==> src/design/pdc_pkg.sv <==
// Shared constants for the palette DAC control link, device end and controller end
package pdc_pkg;
  // Register-select codes on the device's write port
  localparam logic [3:0] RS_PAGE = 4'h1;
  localparam logic [3:0] RS_READ_MASK = 4'h2;
  localparam logic [3:0] RS_IN_CLK_SEL = 4'h3;
  localparam logic [3:0] RS_OUT_CLK_SEL = 4'h4;
  localparam logic [3:0] RS_MUX_CTRL = 4'h5;
  localparam logic [3:0] RS_VIDEO_CTRL = 4'h6;
  localparam logic [3:0] RS_HW_RESET = 4'hf;
  //////////////////////////////////////////////////////////////////////////////
  // Reset values of the device registers
  localparam logic [7:0] MUX_CTRL_RST = 8'h2d;
  localparam logic [7:0] IN_CLK_SEL_RST = 8'h00;
  localparam logic [7:0] OUT_CLK_SEL_RST = 8'h3f;
  localparam logic [7:0] VIDEO_CTRL_RST = 8'h03;
  localparam logic [7:0] READ_MASK_RST = 8'hff;
  localparam logic [7:0] PAGE_RST = 8'h00;
  // Mode fields
  localparam logic [5:0] PASS_MODE_CODE = 6'h2d;
  localparam logic [2:0] TRUE_COLOUR_CODE = 3'h1;
  localparam logic [2:0] OCS_RATIO2_CODE = 3'h1;
  localparam int PEDESTAL_BIT = 4;
  localparam int SYNC_ON_GREEN_BIT = 5;
  // Sync and blank pipeline depth in pclk cycles
  localparam int PIPE_NORMAL = 9;
  localparam int PIPE_PASS = 7;
  //////////////////////////////////////////////////////////////////////////////
  // Controller timing, in pclk cycles, pin-clock periods or lines
  localparam logic [1:0] PIN_CLK_HALF = 2'h3;
  localparam logic [3:0] WR_PHASE_CYC = 4'h6;
  localparam logic [7:0] LINE_TOTAL = 8'h28;
  localparam logic [7:0] HBLANK_START = 8'h20;
  localparam logic [7:0] HSYNC_START = 8'h22;
  localparam logic [7:0] HSYNC_END = 8'h25;
  localparam logic [7:0] FRAME_LINES = 8'h14;
  localparam logic [7:0] VBLANK_START = 8'h10;
  localparam logic [7:0] VSYNC_START = 8'h11;
  localparam logic [7:0] VSYNC_END = 8'h12;
  // Controller APB register offsets
  localparam logic [7:0] APB_CTRL = 8'h00;
  localparam logic [7:0] APB_MPU_CMD = 8'h04;
  localparam logic [7:0] APB_RESET_BURST = 8'h08;
  localparam logic [7:0] APB_PIXEL = 8'h0c;
  localparam logic [7:0] APB_STATUS = 8'h10;
  localparam int CTRL_VIDEO_EN_BIT = 0;
  localparam int CTRL_PASS_SEL_BIT = 1;
endpackage : pdc_pkg

==> src/design/pdc_link_if.sv <==
// Pin-level link between the graphics controller and the palette DAC control
`timescale 1ns/10ps
interface pdc_link_if;
  logic load_clock;
  logic video_control_clock;
  logic passthrough_clock;
  logic [31:0] pixel;
  logic hsync_n;
  logic vsync_n;
  logic blank_n;
  logic passthrough_blank_n;
  logic [3:0] register_select;
  logic wr_n;
  logic [7:0] mpu_data;
  modport device (
    input load_clock, video_control_clock, passthrough_clock, pixel,
    input hsync_n, vsync_n, blank_n, passthrough_blank_n,
    input register_select, wr_n, mpu_data
  );
  modport host (
    output load_clock, video_control_clock, passthrough_clock, pixel,
    output hsync_n, vsync_n, blank_n, passthrough_blank_n,
    output register_select, wr_n, mpu_data
  );
endinterface : pdc_link_if

==> src/design/pdc_sync2.sv <==
// Two-flop synchroniser for a bundle of pin inputs
`timescale 1ns/10ps
module pdc_sync2 #(
  parameter int WIDTH = 1
) (
  // Clock and reset
  input wire logic clk,
  input wire logic rst_n,
  // Data
  input wire logic [WIDTH-1:0] d,
  output logic [WIDTH-1:0] q
);
  logic [WIDTH-1:0] meta_q;

  // First stage feeds only the second stage
  always_ff @(posedge clk or negedge rst_n) begin
    if (!rst_n) begin
      meta_q <= '0;
      q <= '0;
    end else begin
      meta_q <= d;
      q <= meta_q;
    end
  end
endmodule : pdc_sync2

==> src/design/pdc_device.sv <==
// Palette DAC control: register port, resets, pixel and sync capture, pipeline
`timescale 1ns/10ps
module pdc_device (
  // Link from the controller
  pdc_link_if.device link,
  // Clock and reset
  input wire logic pclk,
  input wire logic presetn,
  // Pixel path to the palette
  output logic [7:0] palette_addr_q,
  output logic [7:0] overlay_q,
  // Aligned controls to the DACs
  output logic hsync_out_n_q,
  output logic vsync_out_n_q,
  output logic blank_out_n_q,
  output logic green_sync_off_q,
  output logic sync_on_green_q,
  output logic pedestal_on_q,
  // Register and counter state
  output logic pass_mode_q,
  output logic [7:0] mux_ctrl_q,
  output logic [7:0] in_clk_sel_q,
  output logic [7:0] out_clk_sel_q,
  output logic [7:0] video_output_control_q,
  output logic [7:0] read_mask_q,
  output logic [7:0] load_count_q,
  output logic [7:0] control_count_q
);
  //////////////////////////////////////////////////////////////////////////////
  // Pin synchronisers; pin clocks must be slower than a quarter of pclk
  logic [51:0] pin_raw;
  logic [51:0] pin_s;
  logic load_clock_s;
  logic video_control_clock_s;
  logic ptclk_s;
  logic wr_s;
  logic hs_n_s;
  logic vs_n_s;
  logic blank_n_s;
  logic ptblank_n_s;
  logic [3:0] rs_s;
  logic [7:0] data_s;
  logic [31:0] pix_s;

  // Strobe enters inverted so its idle level matches the synchroniser reset value
  assign pin_raw = {link.load_clock, link.video_control_clock, link.passthrough_clock,
                    ~link.wr_n, link.hsync_n, link.vsync_n, link.blank_n,
                    link.passthrough_blank_n, link.register_select, link.mpu_data,
                    link.pixel};

  pdc_sync2 #(
    .WIDTH(52)
  ) u_sync (
    .clk(pclk),
    .rst_n(presetn),
    .d(pin_raw),
    .q(pin_s)
  );

  assign {load_clock_s, video_control_clock_s, ptclk_s, wr_s, hs_n_s, vs_n_s, blank_n_s, ptblank_n_s,
          rs_s, data_s, pix_s} = pin_s;

  //////////////////////////////////////////////////////////////////////////////
  // Edge detection on the synchronised pin clocks and strobe
  logic [3:0] prev_q;
  logic load_clock_rise;
  logic video_control_clock_fall;
  logic ptclk_rise;
  logic wr_rise;

  always_ff @(posedge pclk or negedge presetn) begin
    if (!presetn) begin
      prev_q <= 4'h0;
    end else begin
      prev_q <= {load_clock_s, video_control_clock_s, ptclk_s, wr_s};
    end
  end

  assign load_clock_rise = load_clock_s & ~prev_q[3];
  assign video_control_clock_fall = ~video_control_clock_s & prev_q[2];
  assign ptclk_rise = ptclk_s & ~prev_q[1];
  assign wr_rise = ~wr_s & prev_q[0];

  //////////////////////////////////////////////////////////////////////////////
  // Reset sources and register writes
  logic hw_reset;
  logic sw_reset;
  logic reset_evt;
  logic [7:0] page_q;

  assign hw_reset = wr_rise & (rs_s == pdc_pkg::RS_HW_RESET);
  assign sw_reset = wr_rise & (rs_s == pdc_pkg::RS_MUX_CTRL)
                    & (data_s[5:0] == pdc_pkg::PASS_MODE_CODE);
  assign reset_evt = hw_reset | sw_reset;

  // Power-on and both reset events load the pass-through defaults
  always_ff @(posedge pclk or negedge presetn) begin
    if (!presetn) begin
      mux_ctrl_q <= pdc_pkg::MUX_CTRL_RST;
      in_clk_sel_q <= pdc_pkg::IN_CLK_SEL_RST;
      out_clk_sel_q <= pdc_pkg::OUT_CLK_SEL_RST;
      video_output_control_q <= pdc_pkg::VIDEO_CTRL_RST;
      read_mask_q <= pdc_pkg::READ_MASK_RST;
      page_q <= pdc_pkg::PAGE_RST;
    end else if (reset_evt) begin
      mux_ctrl_q <= pdc_pkg::MUX_CTRL_RST;
      in_clk_sel_q <= pdc_pkg::IN_CLK_SEL_RST;
      out_clk_sel_q <= pdc_pkg::OUT_CLK_SEL_RST;
      video_output_control_q <= pdc_pkg::VIDEO_CTRL_RST;
      read_mask_q <= pdc_pkg::READ_MASK_RST;
      page_q <= pdc_pkg::PAGE_RST;
    end else if (wr_rise) begin
      case (rs_s)
        pdc_pkg::RS_PAGE: page_q <= data_s;
        pdc_pkg::RS_READ_MASK: read_mask_q <= data_s;
        pdc_pkg::RS_IN_CLK_SEL: in_clk_sel_q <= data_s;
        pdc_pkg::RS_OUT_CLK_SEL: out_clk_sel_q <= data_s;
        pdc_pkg::RS_MUX_CTRL: mux_ctrl_q <= data_s;
        pdc_pkg::RS_VIDEO_CTRL: video_output_control_q <= data_s;
        default: ;
      endcase
    end
  end

  //////////////////////////////////////////////////////////////////////////////
  // Mode decode
  logic pass_mode;
  logic true_colour;
  logic two_groups;

  assign pass_mode = (mux_ctrl_q[5:0] == pdc_pkg::PASS_MODE_CODE);
  assign true_colour = (mux_ctrl_q[5:3] == pdc_pkg::TRUE_COLOUR_CODE);
  assign two_groups = ~pass_mode & (out_clk_sel_q[2:0] == pdc_pkg::OCS_RATIO2_CODE);

  always_ff @(posedge pclk or negedge presetn) begin
    if (!presetn) begin
      pass_mode_q <= 1'b1;
    end else begin
      pass_mode_q <= pass_mode;
    end
  end

  //////////////////////////////////////////////////////////////////////////////
  // Pixel capture and group shifting
  logic pix_latch;
  logic [31:0] word_q;
  logic grp_q;
  logic [15:0] group;

  assign pix_latch = pass_mode ? ptclk_rise : load_clock_rise;

  always_ff @(posedge pclk or negedge presetn) begin
    if (!presetn) begin
      word_q <= 32'h0;
      grp_q <= 1'b0;
    end else if (pix_latch) begin
      word_q <= pix_s;
      grp_q <= 1'b0;
    end else if (!grp_q && two_groups) begin
      grp_q <= 1'b1;
    end
  end

  always_comb begin
    if (true_colour) begin
      group = grp_q ? word_q[31:16] : word_q[15:0];
    end else begin
      group = {8'h00, grp_q ? word_q[15:8] : word_q[7:0]};
    end
  end

  // Page bits are merged first, so a zero mask always lands on entry 0
  always_ff @(posedge pclk or negedge presetn) begin
    if (!presetn) begin
      palette_addr_q <= 8'h00;
      overlay_q <= 8'h00;
    end else begin
      palette_addr_q <= (group[7:0] | page_q) & read_mask_q;
      overlay_q <= true_colour ? (word_q[31:24] & read_mask_q) : 8'h00;
    end
  end

  //////////////////////////////////////////////////////////////////////////////
  // Divider counters, cleared by every reset
  always_ff @(posedge pclk or negedge presetn) begin
    if (!presetn) begin
      load_count_q <= 8'h00;
      control_count_q <= 8'h00;
    end else if (reset_evt) begin
      load_count_q <= 8'h00;
      control_count_q <= 8'h00;
    end else begin
      if (load_clock_rise) begin
        load_count_q <= load_count_q + 8'h01;
      end
      if (video_control_clock_fall) begin
        control_count_q <= control_count_q + 8'h01;
      end
    end
  end

  //////////////////////////////////////////////////////////////////////////////
  // Control sampling and alignment pipeline
  logic [2:0] ctl_q;
  logic [2:0] pipe_q [pdc_pkg::PIPE_NORMAL];
  logic [2:0] tap;

  always_ff @(posedge pclk or negedge presetn) begin
    if (!presetn) begin
      ctl_q <= 3'h7;
    end else if (!pass_mode && video_control_clock_fall) begin
      ctl_q <= {hs_n_s, vs_n_s, blank_n_s};
    end else if (pass_mode && ptclk_rise) begin
      ctl_q <= {hs_n_s, vs_n_s, ptblank_n_s};
    end
  end

  // Nine stages, tapped at seven in pass mode, keep controls level with the pixel path, no glue needed
  always_ff @(posedge pclk or negedge presetn) begin
    if (!presetn) begin
      for (int i = 0; i < pdc_pkg::PIPE_NORMAL; i++) begin
        pipe_q[i] <= 3'h7;
      end
    end else begin
      pipe_q[0] <= ctl_q;
      for (int i = 1; i < pdc_pkg::PIPE_NORMAL; i++) begin
        pipe_q[i] <= pipe_q[i-1];
      end
    end
  end

  assign tap = pass_mode ? pipe_q[pdc_pkg::PIPE_PASS-1] : pipe_q[pdc_pkg::PIPE_NORMAL-1];

  always_ff @(posedge pclk or negedge presetn) begin
    if (!presetn) begin
      hsync_out_n_q <= 1'b1;
      vsync_out_n_q <= 1'b1;
      blank_out_n_q <= 1'b1;
      green_sync_off_q <= 1'b0;
      sync_on_green_q <= 1'b0;
      pedestal_on_q <= 1'b0;
    end else begin
      hsync_out_n_q <= tap[2];
      vsync_out_n_q <= tap[1];
      blank_out_n_q <= tap[0];
      // Blank level is deliberately not looked at here
      green_sync_off_q <= ~tap[2] | ~tap[1];
      sync_on_green_q <= video_output_control_q[pdc_pkg::SYNC_ON_GREEN_BIT];
      pedestal_on_q <= video_output_control_q[pdc_pkg::PEDESTAL_BIT];
    end
  end
endmodule : pdc_device

==> src/flat_wrapper.sv <==
// flat-port wrapper written by rule: the top's interface ports become plain ports
module pdc_device_flat 
  (pclk, presetn, palette_addr_q, overlay_q, hsync_out_n_q, vsync_out_n_q, blank_out_n_q, green_sync_off_q, sync_on_green_q, pedestal_on_q, pass_mode_q, mux_ctrl_q, in_clk_sel_q, out_clk_sel_q, video_output_control_q, read_mask_q, load_count_q, control_count_q, link_load_clock, link_video_control_clock, link_passthrough_clock, link_pixel, link_hsync_n, link_vsync_n, link_blank_n, link_passthrough_blank_n, link_register_select, link_wr_n, link_mpu_data);
  pdc_link_if link_i ();
  input wire logic pclk;
  input wire logic presetn;
  output logic [7:0] palette_addr_q;
  output logic [7:0] overlay_q;
  output logic hsync_out_n_q;
  output logic vsync_out_n_q;
  output logic blank_out_n_q;
  output logic green_sync_off_q;
  output logic sync_on_green_q;
  output logic pedestal_on_q;
  output logic pass_mode_q;
  output logic [7:0] mux_ctrl_q;
  output logic [7:0] in_clk_sel_q;
  output logic [7:0] out_clk_sel_q;
  output logic [7:0] video_output_control_q;
  output logic [7:0] read_mask_q;
  output logic [7:0] load_count_q;
  output logic [7:0] control_count_q;
  input wire logic [$bits(link_i.load_clock)-1:0] link_load_clock;
  input wire logic [$bits(link_i.video_control_clock)-1:0] link_video_control_clock;
  input wire logic [$bits(link_i.passthrough_clock)-1:0] link_passthrough_clock;
  input wire logic [$bits(link_i.pixel)-1:0] link_pixel;
  input wire logic [$bits(link_i.hsync_n)-1:0] link_hsync_n;
  input wire logic [$bits(link_i.vsync_n)-1:0] link_vsync_n;
  input wire logic [$bits(link_i.blank_n)-1:0] link_blank_n;
  input wire logic [$bits(link_i.passthrough_blank_n)-1:0] link_passthrough_blank_n;
  input wire logic [$bits(link_i.register_select)-1:0] link_register_select;
  input wire logic [$bits(link_i.wr_n)-1:0] link_wr_n;
  input wire logic [$bits(link_i.mpu_data)-1:0] link_mpu_data;
  assign link_i.load_clock = link_load_clock;
  assign link_i.video_control_clock = link_video_control_clock;
  assign link_i.passthrough_clock = link_passthrough_clock;
  assign link_i.pixel = link_pixel;
  assign link_i.hsync_n = link_hsync_n;
  assign link_i.vsync_n = link_vsync_n;
  assign link_i.blank_n = link_blank_n;
  assign link_i.passthrough_blank_n = link_passthrough_blank_n;
  assign link_i.register_select = link_register_select;
  assign link_i.wr_n = link_wr_n;
  assign link_i.mpu_data = link_mpu_data;
  pdc_device u_core (.link(link_i), .pclk(pclk), .presetn(presetn), .palette_addr_q(palette_addr_q), .overlay_q(overlay_q), .hsync_out_n_q(hsync_out_n_q), .vsync_out_n_q(vsync_out_n_q), .blank_out_n_q(blank_out_n_q), .green_sync_off_q(green_sync_off_q), .sync_on_green_q(sync_on_green_q), .pedestal_on_q(pedestal_on_q), .pass_mode_q(pass_mode_q), .mux_ctrl_q(mux_ctrl_q), .in_clk_sel_q(in_clk_sel_q), .out_clk_sel_q(out_clk_sel_q), .video_output_control_q(video_output_control_q), .read_mask_q(read_mask_q), .load_count_q(load_count_q), .control_count_q(control_count_q));
endmodule
==> config.mk <==
export PLATFORM = sky130hd
export DESIGN_NAME = pdc_device_flat
export DESIGN_NICKNAME = d
export VERILOG_FILES = /design/src/design/pdc_pkg.sv /design/src/design/pdc_link_if.sv /design/src/design/pdc_sync2.sv /design/src/design/pdc_device.sv /design/src/flat_wrapper.sv
export SDC_FILE = /design/constraint.sdc
export NUM_CORES = 1
export LEC_CHECK = 0
export ABC_CLOCK_PERIOD_IN_PS = 2350
export BUFFER_PORTS_ARGS = -buffer_cell sky130_fd_sc_hd__buf_2
export CORE_MARGIN = 2
export CORE_UTILIZATION = 25
export CTS_CLUSTER_DIAMETER = 120
export DETAILED_ROUTE_END_ITERATION = 10
export HOLD_SLACK_MARGIN = 0.12
export MAX_ROUTING_LAYER = met4
export PLACE_DENSITY = 0.41
export SYNTH_ARGS = -nofsm -noshare
export SYNTH_HDL_FRONTEND = slang
export SYNTH_HIERARCHICAL = 1
export SYNTH_SLANG_ARGS = --single-unit
==> constraint.sdc <==
create_clock -name pclk -period 2.35 [get_ports pclk]
set_clock_uncertainty 0.1 [all_clocks]
set_input_delay 0.1175 -clock pclk [delete_from_list [all_inputs] [get_ports pclk]]
set_output_delay 0.1175 -clock pclk [all_outputs]
set_load 0.01 [all_outputs]
-- Yosys cells after proc, flatten, opt, wreduce, memory -nomap -nowiden
Index checks and enable logic that the tools add are counted.
- bits in registers: 258
- add/sub/neg operators: 2
- bitwise operators: 21
- equal/unequal tests: 11
- reduce and logical (&&, ||, !) cells: 22
- mux-type cells: 32
- operators with widths (cell ; count):
    $mux 8 ; 26
    $reduce_bool 2->1 ; 11
    $add 8x1->8 const B ; 2
    $and 8x8->8 ; 2
    $eq 4x3->1 const B ; 3
    $eq 6x6->1 const B ; 2
    $reduce_and 2->1 ; 6
    $mux 3 ; 3
    $and 1x1->1 ; 8
    $eq 4x2->1 const B ; 2
    $not 1->1 ; 8
    $or 8x8->8 ; 1
    $eq 3x1->1 const B ; 2
    $eq 4x1->1 const B ; 1
    $eq 4x4->1 const B ; 1
    $logic_and 1x1->1 ; 3
    $mux 1 ; 3
    $logic_not 1->1 ; 2
    $or 1x1->1 ; 2

-- Logic depth before layout (Yosys ltp)
Gate-level depths: netlist of run 1.
- word-level depth: 7
- depth in mapped cells: 6
- gate-level depth less buffers: 5

-- By module
Netlist of run 1, hierarchy kept.
- by module, submodules not included (module ; cells each ; instances ; area each (um2)):
    pdc_device ; 461 ; 1 ; 6208.5
    pdc_sync2 ; 104 ; 1 ; 2602.5

-- Worst setup path after synthesis of run 1
Ideal clock, no wire load.
- kind: register -> register
- from: register u_core.mux_ctrl_q[5]
- to: register u_core.word_q[0]
- setup slack: 417 ps
- setup time: 125 ps
- data arrival time: 1708 ps
- period minus slack after synthesis: 1933 ps
- stages on the path, launching flop included: 6
- buffers on the path: 1
- path through: dfstp_2 > nand4b_4 > nor2_8 > mux2_4 > buf_12 > mux2_4
- cells in the longest elaborated chain, start to end: 2
- ends and longest elaborated chain (item ; RTL line ; text):
    from (decl) ; pdc_device.sv:21 ; output logic [7:0] mux_ctrl_q,
    from (signal assigned) ; pdc_device.sv:99 ; mux_ctrl_q <= pdc_pkg::MUX_CTRL_RST;
    from (signal assigned) ; pdc_device.sv:106 ; mux_ctrl_q <= pdc_pkg::MUX_CTRL_RST;
    from (signal assigned) ; pdc_device.sv:118 ; pdc_pkg::RS_MUX_CTRL: mux_ctrl_q <= data_s;
    $eq 6x6->1 ; pdc_device.sv:131 ; assign pass_mode = (mux_ctrl_q[5:0] == pdc_pkg::PASS_MODE_CODE);
    net u_core.pass_mode ; pdc_device.sv:127 ; logic pass_mode;
    $mux 1 ; pdc_device.sv:150 ; assign pix_latch = pass_mode ? ptclk_rise : load_clock_rise;
    to (signal assigned) ; pdc_device.sv:157 ; word_q <= pix_s;
    to (decl) ; pdc_device.sv:146 ; logic [31:0] word_q;
The timed path passes the listed nets, and every way through them passes these cells.
A chain may end at the register's enable or synchronous reset.

-- Worst setup path in the final report of run 1
- from: register u_core.mux_ctrl_q[5]
- to: register u_core.word_q[27]
The elaborated chain is that of the path after synthesis.

==> out/metrics.yaml, run 1 <==
cts_tree: "yes"
path_class: "reg2reg"
crit_required_ns: 2.67
timing.final.crit_share_pct: 91.8
relSlewSlack_pct: 52.1
synth_xor_area_share_pct: 1.49
final_cell_area_mm2: 0.0122
ios: 133
wl_per_cell_um: 16.2
syn_area_mm2: 0.00881
cp.arrival_ns: 2.47
worst_path_max_delay_cell: "mux2_4"
yosys-mux-area-fraction_pct: 8.89
start_util_pct: 25.4
clk_pin_slew_worst_paths_ns: 0.06
fill_cells: 3418
post-route-drc-count: 0
detail_route.first_pass.iterations: 4
rows: 68
slew_violations: 0
clkLatencyLatePin_ns: 0.55
setup-tns-final_ns: 0
drive_gt1_share_pct: 35.7
final_core_util_pct: 35.1
synth.ff_latch_count: 258
vdd_drop_max_mv: 0.530
grt_pass1_vias: 5505
synth-compound-area-share_pct: 4.54
synthCells: 565
die_area_mm2: 0.0368
fin_cells: 1315
finish.net_count: 893
fmax_ghz: 0.464
crit_chain: "nand4b_4 > nor2_8 > mux2_4 > mux2_2"
dp_cells: 1156
vias: 5238
grt_pass1_wl_um: 32900
hold_path_class: "in2reg"
dpl_cell_area_mm2: 0.0101
drtIter0Drc: 196
synth_cell_types: 52
cp_max_fo: 33
syn_area_per_cell_um2: 15.6
port_buffers: 132
avgViaCountPerCell: 3.98
worst_path_largest_cell_delay_ns: 0.62
leakagePower_nw: 5.72
final_cell_mix: "dfrtp_1 (204), buf_2 (131), dlygate4sd3_1 (104)"
yosysSeqAreaShare_pct: 74.0
grt_max_degree: 65
die_h_um: 192
antenna_found_initial: 0
dp_hpwl_um: 13700
synthAdderAreaFrac_pct: 0.284
die_x_um: 192
gp_congestion: 0.722
drt_wl_total_um: 21300
start_kind: "flip-flop"
hold_viol: 0
final_common_cell: "dfrtp_1"
drv_cap: 0
cts_sinks: 258
cp-end-kind: "flip-flop"
drtAntennaViolNets: 0
root_buffer: "clkbuf_16"
grt_usage_pct: 12.1
yosys.area_share.simple_pct: 8.70
rsz0062_at_grt: "no"
synth_fp_nets: 621
pwr_density_cell_mw_per_mm2: 951
yosys_warnings: 6
worst_pin_slew_ns: 0.719
overflow: 0
antennaDiodeCount: 0
status: "completed"
postCtsSetupRepairBufs: 0
ctsHtreeMaxLevel: 1
numCtsBuffers: 29
synth_top_family_by_area: "multiplexers"
core_area_mm2: 0.0346
period_minus_slack_ns: 2.16
finalSetupViolations: 0
cts.path.max_buffers: 3
synthToLayoutAreaGrowth_pct: 37.9
## worst paths after layout
path	endpoint	cells after the start	start	slack, ns
worst max-delay path	u_core/word_q[27]$_DFFE_PN0P_	4	u_core/mux_ctrl_q[5]$_DFFE_PN1P_	0.19
max in group asynchronous	u_core/pipe_q[2]$_DFF_PN1_	3	presetn	1.51
min in group asynchronous	u_core/ctl_q[2]$_DFFE_PN1P_	2	presetn	0.19
worst min register to register	u_core/u_sync/q[2]$_DFF_PN0_	0	u_core/u_sync/meta_q[2]$_DFF_PN0_	0.25
worst max register to register	u_core/word_q[27]$_DFFE_PN0P_	4	u_core/mux_ctrl_q[5]$_DFFE_PN1P_	0.19
worst min-delay path	u_core/u_sync/meta_q[25]$_DFF_PN0_	2	link_pixel[25]	0.16
## power breakdown
group          internal [W]  switching (W)
Clock               0.00271        0.00180
Sequential          0.00513       0.000477
Combinational      0.000741       0.000699
Total               0.00858        0.00297
## repair_timing
action,in CTS,in global routing
hold buffers,105,0
resized for setup,0,0
hold endpoints to repair,285,0
## cells in the mapped netlist, drive strengths merged
cell type  count  area (um2)
nand4          6        37.5
a21oi          9        45.0
nand4b         3        41.3
o211ai         2        15.0
nor2b          3        18.8
a31oi          8        50.1
a21boi         2        18.8
and3b          2        17.5
o22ai          2        12.5
nor3b          2        31.3
or4b           1        10.0
and2           1        6.26
mux2          40         563
buf           13         113
nand2b         1        13.8
xnor2          5        43.8
nand3         30         155
and4bb         1        12.5
o21a           2        16.3
a22o           7        61.3
o22a           4        36.3
inv           14        52.6
xor2          10        87.6
nor3           2        15.0
o31ai          8        60.1
nor2          42         176
nand2         36         135
a2bb2oi        5        61.3
and4b          2        20.0
dfrtp        204        5100
ha             2        25.0
clkbuf         4        15.0
mux2i         22         220
dfstp         54        1420
nand3b         1        7.51
and3          11        68.8
o21ai          4        23.8
## through the flow
stage / hold WS [ns] / setup slack, ns / power (W)
2_1_floorplan: -0.278 / 0.417 / 0.00625
3_3_place_gp: 0.00363 / 0.230 / 0.00703
3_5_place_dp: 0.00683 / 0.185 / 0.00705
4_1_cts: 0.123 / 0.175 / 0.0118
5_1_grt: 0.128 / 0.0885 / 0.0122
6_report: 0.157 / 0.193 / 0.0116
## cell type report
| class | instances | area (um2) | share of cell area, % |
|---|---|---|---|
| sequential | 258 | 6520 | 53.7 |
| clock buffer | 44 | 852 | 7.01 |
| inverter | 14 | 52.6 | 0.432 |
| timing repair buffer | 258 | 1940 | 16.0 |
| clock inverter | 10 | 108 | 0.885 |
| multi-input combinational | 276 | 2110 | 17.3 |
| tap | 455 | 569 | 4.68 |
## kinds of logic after synthesis
logic type,count (synthesis)
AO/OA/AOI/OAI,53
XOR/XNOR,15
adder cells (fa/ha/maj),2
buffers and inverters,31
flip-flops,258
multiplexers,62
AND/OR/NAND/NOR,144
## metal layers
metal / GRT usage [%] / vias up / share of wire, %
li1: - / 2489 / -
met1: 16.5 / 2618 / 47
met2: 18.7 / 98 / 46
met3: 1.88 / 33 / 3.8
met4: 3.14 / 0 / 2.4
met5: - / - / 0
## state kept, by name, summed over array words and instances, names as in the netlist, 27 cells and up
signal	cells
u_core/u_sync/meta_q	52
u_core/word_q	32
u_core/u_sync/q	52
u_core/pipe_q	27
## critical path: cells and delay by family, from the launching register on
family,cells,cell delay [ns]
flops,1,0.59
mux,2,1.02
simple gates,2,0.26
Power figures use the tool's default switching activity.
==> run 2: changes to the inputs <==
--- a/config.mk
+++ b/config.mk
@@ -7,13 +7,14 @@
 export LEC_CHECK = 0
 export ABC_CLOCK_PERIOD_IN_PS = 2350
 export BUFFER_PORTS_ARGS = -buffer_cell sky130_fd_sc_hd__buf_2
+export CORE_ASPECT_RATIO = 0.5
 export CORE_MARGIN = 2
 export CORE_UTILIZATION = 25
 export CTS_CLUSTER_DIAMETER = 120
 export DETAILED_ROUTE_END_ITERATION = 10
 export HOLD_SLACK_MARGIN = 0.12
 export MAX_ROUTING_LAYER = met4
-export PLACE_DENSITY = 0.41
+export PLACE_DENSITY_LB_ADDON = 0.05
 export SYNTH_ARGS = -nofsm -noshare
 export SYNTH_HDL_FRONTEND = slang
 export SYNTH_HIERARCHICAL = 1
==> run 2 against run 1 <==
  * Non-clock buffer count shrank 12
  * Critical path depth stayed put
  * Wire length up 2.4%
  * Clock-buffer cell count is 2 lower
  * Cell count increased by 0.15%
  * Sequential share of layout area increased by 0.84 points
  * First-iteration DRC count up 56%
  * Global-route usage is 0.57 points higher
  * Sequential power about the same
==> out/metrics.yaml, run 2 (synthesis results as in run 1) <==
clockPowerShare_pct: 37.9  # -1.1 points
post-place-ws_ns: 0.219  # +0.0339 ns
root_buffer: "clkbuf_16"
start_kind: "flip-flop"
pwr_density_cell_mw_per_mm2: 944  # -0.68%
status: "completed"
hp-start: "link_pixel[28]"
sw_frac_of_total_pct: 25.6  # -0.17 points
rows: 48  # -29%
fmax_ghz: 0.477  # +3.0%
slew_violations: 0  # unchanged
regArea_mm2: 0.00652  # unchanged
postCtsSetupRepairBufs: 0  # unchanged
drv_cap: 0  # unchanged
clkLatencyLatePin_ns: 0.53  # -0.02 ns
die_x_um: 269  # +41%
holdWs_ns: 0.138  # -0.0186 ns
post_cts_resized: 0  # unchanged
hold_end: "u_core/u_sync/meta_q[28]$_DFF_PN0_"
crit_required_ns: 2.66  # about the same
crit_buf_inv: 0  # unchanged
ctsHtreeMaxLevel: 1  # unchanged
die_area_mm2: 0.0369  # +0.25%
vdd_drop_max_mv: 0.411  # -22%
drtAntennaViolNets: 0  # unchanged
hold_path_class: "in2reg"
reg.largest.list: "u_core/u_sync/meta_q (52), u_core/u_sync/q (52), u_core/word_q (32)"
drt_wl_total_um: 21900  # +2.4%
r2r_cells: 4  # unchanged
crit_chain: "nand4b_4 > nor2_8 > mux2_4 > mux2_2"
period_minus_slack_ns: 2.09  # -0.0630 ns
switchingPower_w: 0.00289  # -2.8%
cp-end-kind: "flip-flop"
antenna_found_initial: 0  # unchanged
start_util_pct: 25.5  # +0.026 points
hold_viol: 0  # unchanged
cp_max_fo: 33  # unchanged
cts_sinks: 258  # unchanged
gp_congestion: 0.700  # -3.1%
drtIter0Drc: 305  # +56%
rsz0062_at_grt: "no"
leakagePower_nw: 5.64  # -1.5%
fill_cells: 3459  # +1.2%
worst_pin_slew_ns: 0.669  # -0.0494 ns
post-route-drc-count: 0  # unchanged
grt_usage_pct: 12.6  # +0.57 points
overflow: 0  # unchanged
grt_pass1_wl_um: 34600  # +5.2%
final_cell_mix: "dfrtp_1 (204), buf_2 (131), dlygate4sd3_1 (90)"
synthToLayoutAreaGrowth_pct: 35.8
r2r-end: "u_core/word_q[26]$_DFFE_PN0P_"
worst_path_largest_cell_delay_ns: 0.60  # -0.02 ns
combPwrFrac_pct: 12.5  # about the same
vias: 5266  # +0.53%
cts_tree: "yes"
seqPwrFrac_pct: 49.6  # +1.1 points
drive_gt1_share_pct: 36.0  # +0.29 points
die_h_um: 137  # -29%
timing.final.crit_share_pct: 89.1  # -2.7 points
dp_hpwl_um: 14400  # +5.4%
core_area_mm2: 0.0346  # -0.10%
cts.path.max_buffers: 3  # unchanged
internal-power_w: 0.00841  # -2.0%
cp.arrival_ns: 2.41  # -0.06 ns
numCtsBuffers: 26  # -10%
multi_input_area_mm2: 0.00211  # unchanged
port_buffers: 132  # unchanged
worst_path_max_delay_cell: "dfstp_2"
clk_pin_slew_worst_paths_ns: 0.06  # about the same
cp_top_family: "multiplexers"
path_class: "reg2reg"
finish.net_count: 878  # -1.7%
grt_pass1_vias: 5651  # +2.7%
relSlewSlack_pct: 55.4  # +3.3 points
final_common_cell: "dfrtp_1"
avgViaCountPerCell: 4.00  # +0.38%
detail_route.first_pass.iterations: 4  # unchanged
cts_hold_buf: 90  # -14%
ff2ff_setup_slack_ns: 0.26  # +0.06 ns
ios: 133  # unchanged
grt_max_degree: 64  # -1.5%
hold_depth: 2  # unchanged
timing.rr.start: "u_core/mux_ctrl_q[5]$_DFFE_PN1P_"
antennaDiodeCount: 0  # unchanged
finalSetupViolations: 0  # unchanged
layout_setup_ws_ns: 0.255  # +0.0630 ns
wl_per_cell_um: 16.6  # +2.2%
setup-tns-final_ns: 0  # unchanged
## run 2: changes by cell type in the layout (fill, tap and decap cells not counted), sizes merged
cell	before	now
clkinvlp	2	1
clkinv	5	3
clkbuf	44	42
dlygate4sd3	104	90
buf	154	156
inv	15	14
## run 2: worst max-delay path by stage
stage                                          to  cells past startpoint                              from  slack [ns]
floorplan            u_core/word_q[0]$_DFFE_PN0P_                      5  u_core/mux_ctrl_q[5]$_DFFE_PN1P_        0.42
global placement    u_core/word_q[27]$_DFFE_PN0P_                      4  u_core/mux_ctrl_q[5]$_DFFE_PN1P_        0.26
detailed placement  u_core/word_q[26]$_DFFE_PN0P_                      4  u_core/mux_ctrl_q[5]$_DFFE_PN1P_        0.22
CTS                 u_core/word_q[26]$_DFFE_PN0P_                      4  u_core/mux_ctrl_q[5]$_DFFE_PN1P_        0.21
global route        u_core/word_q[27]$_DFFE_PN0P_                      4  u_core/mux_ctrl_q[5]$_DFFE_PN1P_        0.14
finish              u_core/word_q[26]$_DFFE_PN0P_                      4  u_core/mux_ctrl_q[5]$_DFFE_PN1P_        0.26
## run 2: area by class of cell
cell class / instances / share of cell area, %
Clock buffer: 42 / 6.71
Clock inverter: 6 / 0.690
Inverter: 14 / 0.439
Multi-Input combinational cell: 276 / 17.6
Sequential cell: 258 / 54.5
Tap cell: 475 / 4.97
Timing Repair Buffer: 246 / 15.1
## run 2: routing by layer
metal	up-vias	track usage (%)	wire length [um]
met5	-	-	0
met4	0	2.72	422
met3	34	2.58	768
met2	78	19.0	9750
met1	2694	17.6	10900
li1	2460	-	-
## run 2: stage by stage
stage / total power [W] / cells / area (um2) / utilization (%)
floorplan: 0.00625 / 565 / 8810 / -
global placement: 0.00702 / 1178 / 10200 / 29.4
detailed placement: 0.00703 / 1178 / 10200 / 29.4
CTS: 0.0115 / 1316 / 12000 / 34.6
global route: 0.0120 / 1317 / 12000 / 34.6
finish: 0.0113 / 1317 / 12000 / 34.6
## run 2: worst register-to-register path, delay by kind of cell (launching register included)
| kind | cells | cell delay (ns) |
|---|---|---|
| muxes | 2 | 1.00 |
| DFF | 1 | 0.60 |
| and+or+nand+nor | 2 | 0.28 |
## run 2: power by group through the flow
stage          Clock (W)  Combinational (W)  Sequential (W)
4_1_cts          0.00446            0.00145         0.00563
2_1_floorplan          0           0.000609         0.00564
3_3_place_gp           0            0.00130         0.00571
6_report         0.00428            0.00142         0.00561
3_5_place_dp           0            0.00133         0.00570
5_1_grt          0.00466            0.00159         0.00570
==> run 3: changes to the inputs <==
--- a/config.mk
+++ b/config.mk
@@ -17,5 +17,4 @@
 export PLACE_DENSITY_LB_ADDON = 0.05
 export SYNTH_ARGS = -nofsm -noshare
 export SYNTH_HDL_FRONTEND = slang
-export SYNTH_HIERARCHICAL = 1
 export SYNTH_SLANG_ARGS = --single-unit
==> run 3 against run 2 <==
  * Die area down 2.5%
  * Cell count down 2.4%
  * Maximum frequency down 6.4%
  * Sequential share of layout area up 0.89 points
  * Design area down 1.6%
  * Critical path depth up 1
  * Setup slack worse by 0.14 ns
  * Non-clock buffer count up 7
  * Synthesized area down 2.6%
  * Combinational power up 17%
  * Worst hold slack better by 0.0097 ns
  * Synthesized cell count down 0.71%
  * Critical endpoint is now u_core.word_q[9]$_DFFE_PN0P_
  * Highest routed layer unchanged
==> out/metrics.yaml, run 3 <==
drt_wl_total_um: 20700  # -5.3%
reg.largest.list: "u_core.u_sync.meta_q (52), u_core.u_sync.q (52), u_core.word_q (32)"
path_class: "reg2reg"
finalSetupViolations: 0  # unchanged
leakagePower_nw: 5.40  # -4.1%
pwr_density_cell_mw_per_mm2: 984  # +4.2%
synthCells: 561  # -0.71%
layout_setup_ws_ns: 0.113  # -0.143 ns
crit_required_ns: 2.67  # about the same
avgViaCountPerCell: 4.05  # +1.2%
post_cts_resized: 0  # unchanged
port_buffers: 132  # unchanged
synth.ff_latch_count: 258  # unchanged
synth-main-ff-cell: "dfrtp_1"
postCtsSetupRepairBufs: 0  # unchanged
synth_edf_count: 0  # unchanged
cts_tree: "yes"
dp_hpwl_um: 13500  # -6.5%
root_buffer: "clkbuf_16"
rows: 47  # -2.1%
yosys_warnings: 0  # -6
final_cell_mix: "dfrtp_1 (204), buf_2 (131), dlygate4sd3_1 (99)"
cp_max_fo: 33  # unchanged
setup-tns-final_ns: 0  # unchanged
drive_gt1_share_pct: 36.1  # +0.15 points
syn_area_mm2: 0.00858  # -2.6%
cp.arrival_ns: 2.55  # +0.14 ns
core_area_mm2: 0.0335  # -3.3%
holdWs_ns: 0.148  # +0.00968 ns
wl_per_cell_um: 16.1  # -2.9%
grt_pass1_wl_um: 32800  # -5.4%
grt_max_degree: 79  # +23%
synthAdderAreaFrac_pct: 0.292  # +0.0075 points
relSlewSlack_pct: 31.3  # -24 points
die_h_um: 135  # -1.3%
synth_top_family_by_area: "multiplexers"
grt_pass1_vias: 5540  # -2.0%
post-place-ws_ns: 0.113  # -0.106 ns
period_minus_slack_ns: 2.24  # +0.143 ns
synth_most_common_cell: "dfrtp_1"
regArea_mm2: 0.00652  # unchanged
vias: 5202  # -1.2%
synth_cell_types: 45  # -13%
synth-compound-area-share_pct: 4.77  # +0.22 points
cp-end-kind: "flip-flop"
gp_congestion: 0.720  # +2.8%
start_kind: "flip-flop"
finish.net_count: 881  # +0.34%
synth_fp_nets: 617  # -0.64%
cts_sinks: 258  # unchanged
yosys-top-cells-count: "dfrtp_1 (204), dfstp_2 (54), mux2_2 (45)"
cts_hold_buf: 97  # +7.8%
async_flop_share_pct: 100  # unchanged
multi_input_area_mm2: 0.00193  # -8.5%
clk_pin_slew_worst_paths_ns: 0.07  # about the same
yosys.area_share.simple_pct: 7.86  # -0.85 points
die_x_um: 266  # -1.3%
vdd_drop_max_mv: 0.375  # -8.8%
start_util_pct: 25.7  # +0.18 points
drtAntennaViolNets: 0  # unchanged
yosysSeqAreaShare_pct: 76.0  # +2.0 points
synth_top_cell_by_area: "dfrtp_1"
synth_top_area_share_pct: 59.5  # +1.5 points
yosys-mux-area-fraction_pct: 8.12  # -0.77 points
syn_area_per_cell_um2: 15.3  # -1.9%
ios: 133  # unchanged
fmax_ghz: 0.447  # -6.4%
slew_violations: 0  # unchanged
die_area_mm2: 0.0359  # -2.5%
antenna_found_initial: 0  # unchanged
detail_route.first_pass.iterations: 4  # unchanged
worst_pin_slew_ns: 1.03  # +0.358 ns
status: "completed"
drtIter0Drc: 323  # +5.9%
yosys-top-cells-area: "dfrtp_1 (59%), dfstp_2 (17%), mux2_2 (5.9%)"
drv_cap: 0  # unchanged
rsz0062_at_grt: "no"
synth_xor_area_share_pct: 1.43  # -0.062 points
final_common_cell: "dfrtp_1"
post-route-drc-count: 0  # unchanged
timing.final.crit_share_pct: 95.2  # +6.1 points
ctsHtreeMaxLevel: 1  # unchanged
hold_path_class: "in2reg"
clkLatencyLatePin_ns: 0.53  # about the same
numCtsBuffers: 25  # -3.8%
antennaDiodeCount: 0  # unchanged
grt_usage_pct: 12.2  # -0.40 points
cts.path.max_buffers: 3  # unchanged
fill_cells: 3267  # -5.6%
synthToLayoutAreaGrowth_pct: 37.2
overflow: 0  # unchanged
hold_viol: 0  # unchanged
[run 3: layout make-up]
type | instances | area share (%)
clock buffers | 32 | 5.97
clock inverters | 14 | 1.15
inverters | 11 | 0.351
multi-input cells | 276 | 16.4
flip-flops and latches | 258 | 55.4
well taps | 441 | 4.69
repair buffers | 253 | 16.0
[run 3: layer usage]
metal | wire [um] | vias up | global-route usage [%]
li1 | - | 2465 | -
met1 | 9490 | 2626 | 15.6
met2 | 10100 | 77 | 20.2
met3 | 792 | 34 | 2.61
met4 | 332 | 0 | 2.50
met5 | 0 | - | -
[run 3: critical path, cell delays in order (launching register included)]
cell and delay [ns]:
dfstp_2 0.56, nand4b_1 0.15, or4b_1 0.58, nand2_2 0.12, buf_12 0.21, mux2_2 0.36
[run 3: report_power, final]
part	internal, W	total (W)	switching [W]
clock	0.00235	0.00411	0.00176
combinational	0.000827	0.00166	0.000838
sequential	0.00530	0.00581	0.000501
[run 3: stage by stage]
step           cell area, um2  cells  total power [W]  utilization, %
2_1_floorplan            8580    561          0.00658               -
3_3_place_gp             9940   1140          0.00748            29.7
3_5_place_dp             9940   1140          0.00750            29.7
4_1_cts                 11800   1283           0.0118            35.1
5_1_grt                 11800   1285           0.0123            35.2
6_report                11800   1285           0.0116            35.2
[run 3: path summary, 6_finish.rpt]
path	slack [ns]	cells after the start	to	start
worst max-delay path	0.11	5	u_core.word_q[9]$_DFFE_PN0P_	u_core.mux_ctrl_q[5]$_DFFE_PN1P_
worst min-delay path	0.15	2	u_core.u_sync.meta_q[34]$_DFF_PN0_	link_mpu_data[2]
worst max register to register	0.11	5	u_core.word_q[9]$_DFFE_PN0P_	u_core.mux_ctrl_q[5]$_DFFE_PN1P_
worst min register to register	0.25	0	u_core.u_sync.q[26]$_DFF_PN0_	u_core.u_sync.meta_q[26]$_DFF_PN0_
max in group asynchronous	0.50	3	u_core.green_sync_off_q$_DFF_PN0_	presetn
min in group asynchronous	0.18	2	u_core.pipe_q[12]$_DFF_PN1_	presetn
[run 3: logic make-up after synthesis]
logic type / Yosys count
flops: 258
simple gates: 134
mux: 64
compound gates: 62
buf+inv: 27
xor+xnor: 14
fa+ha+maj: 2
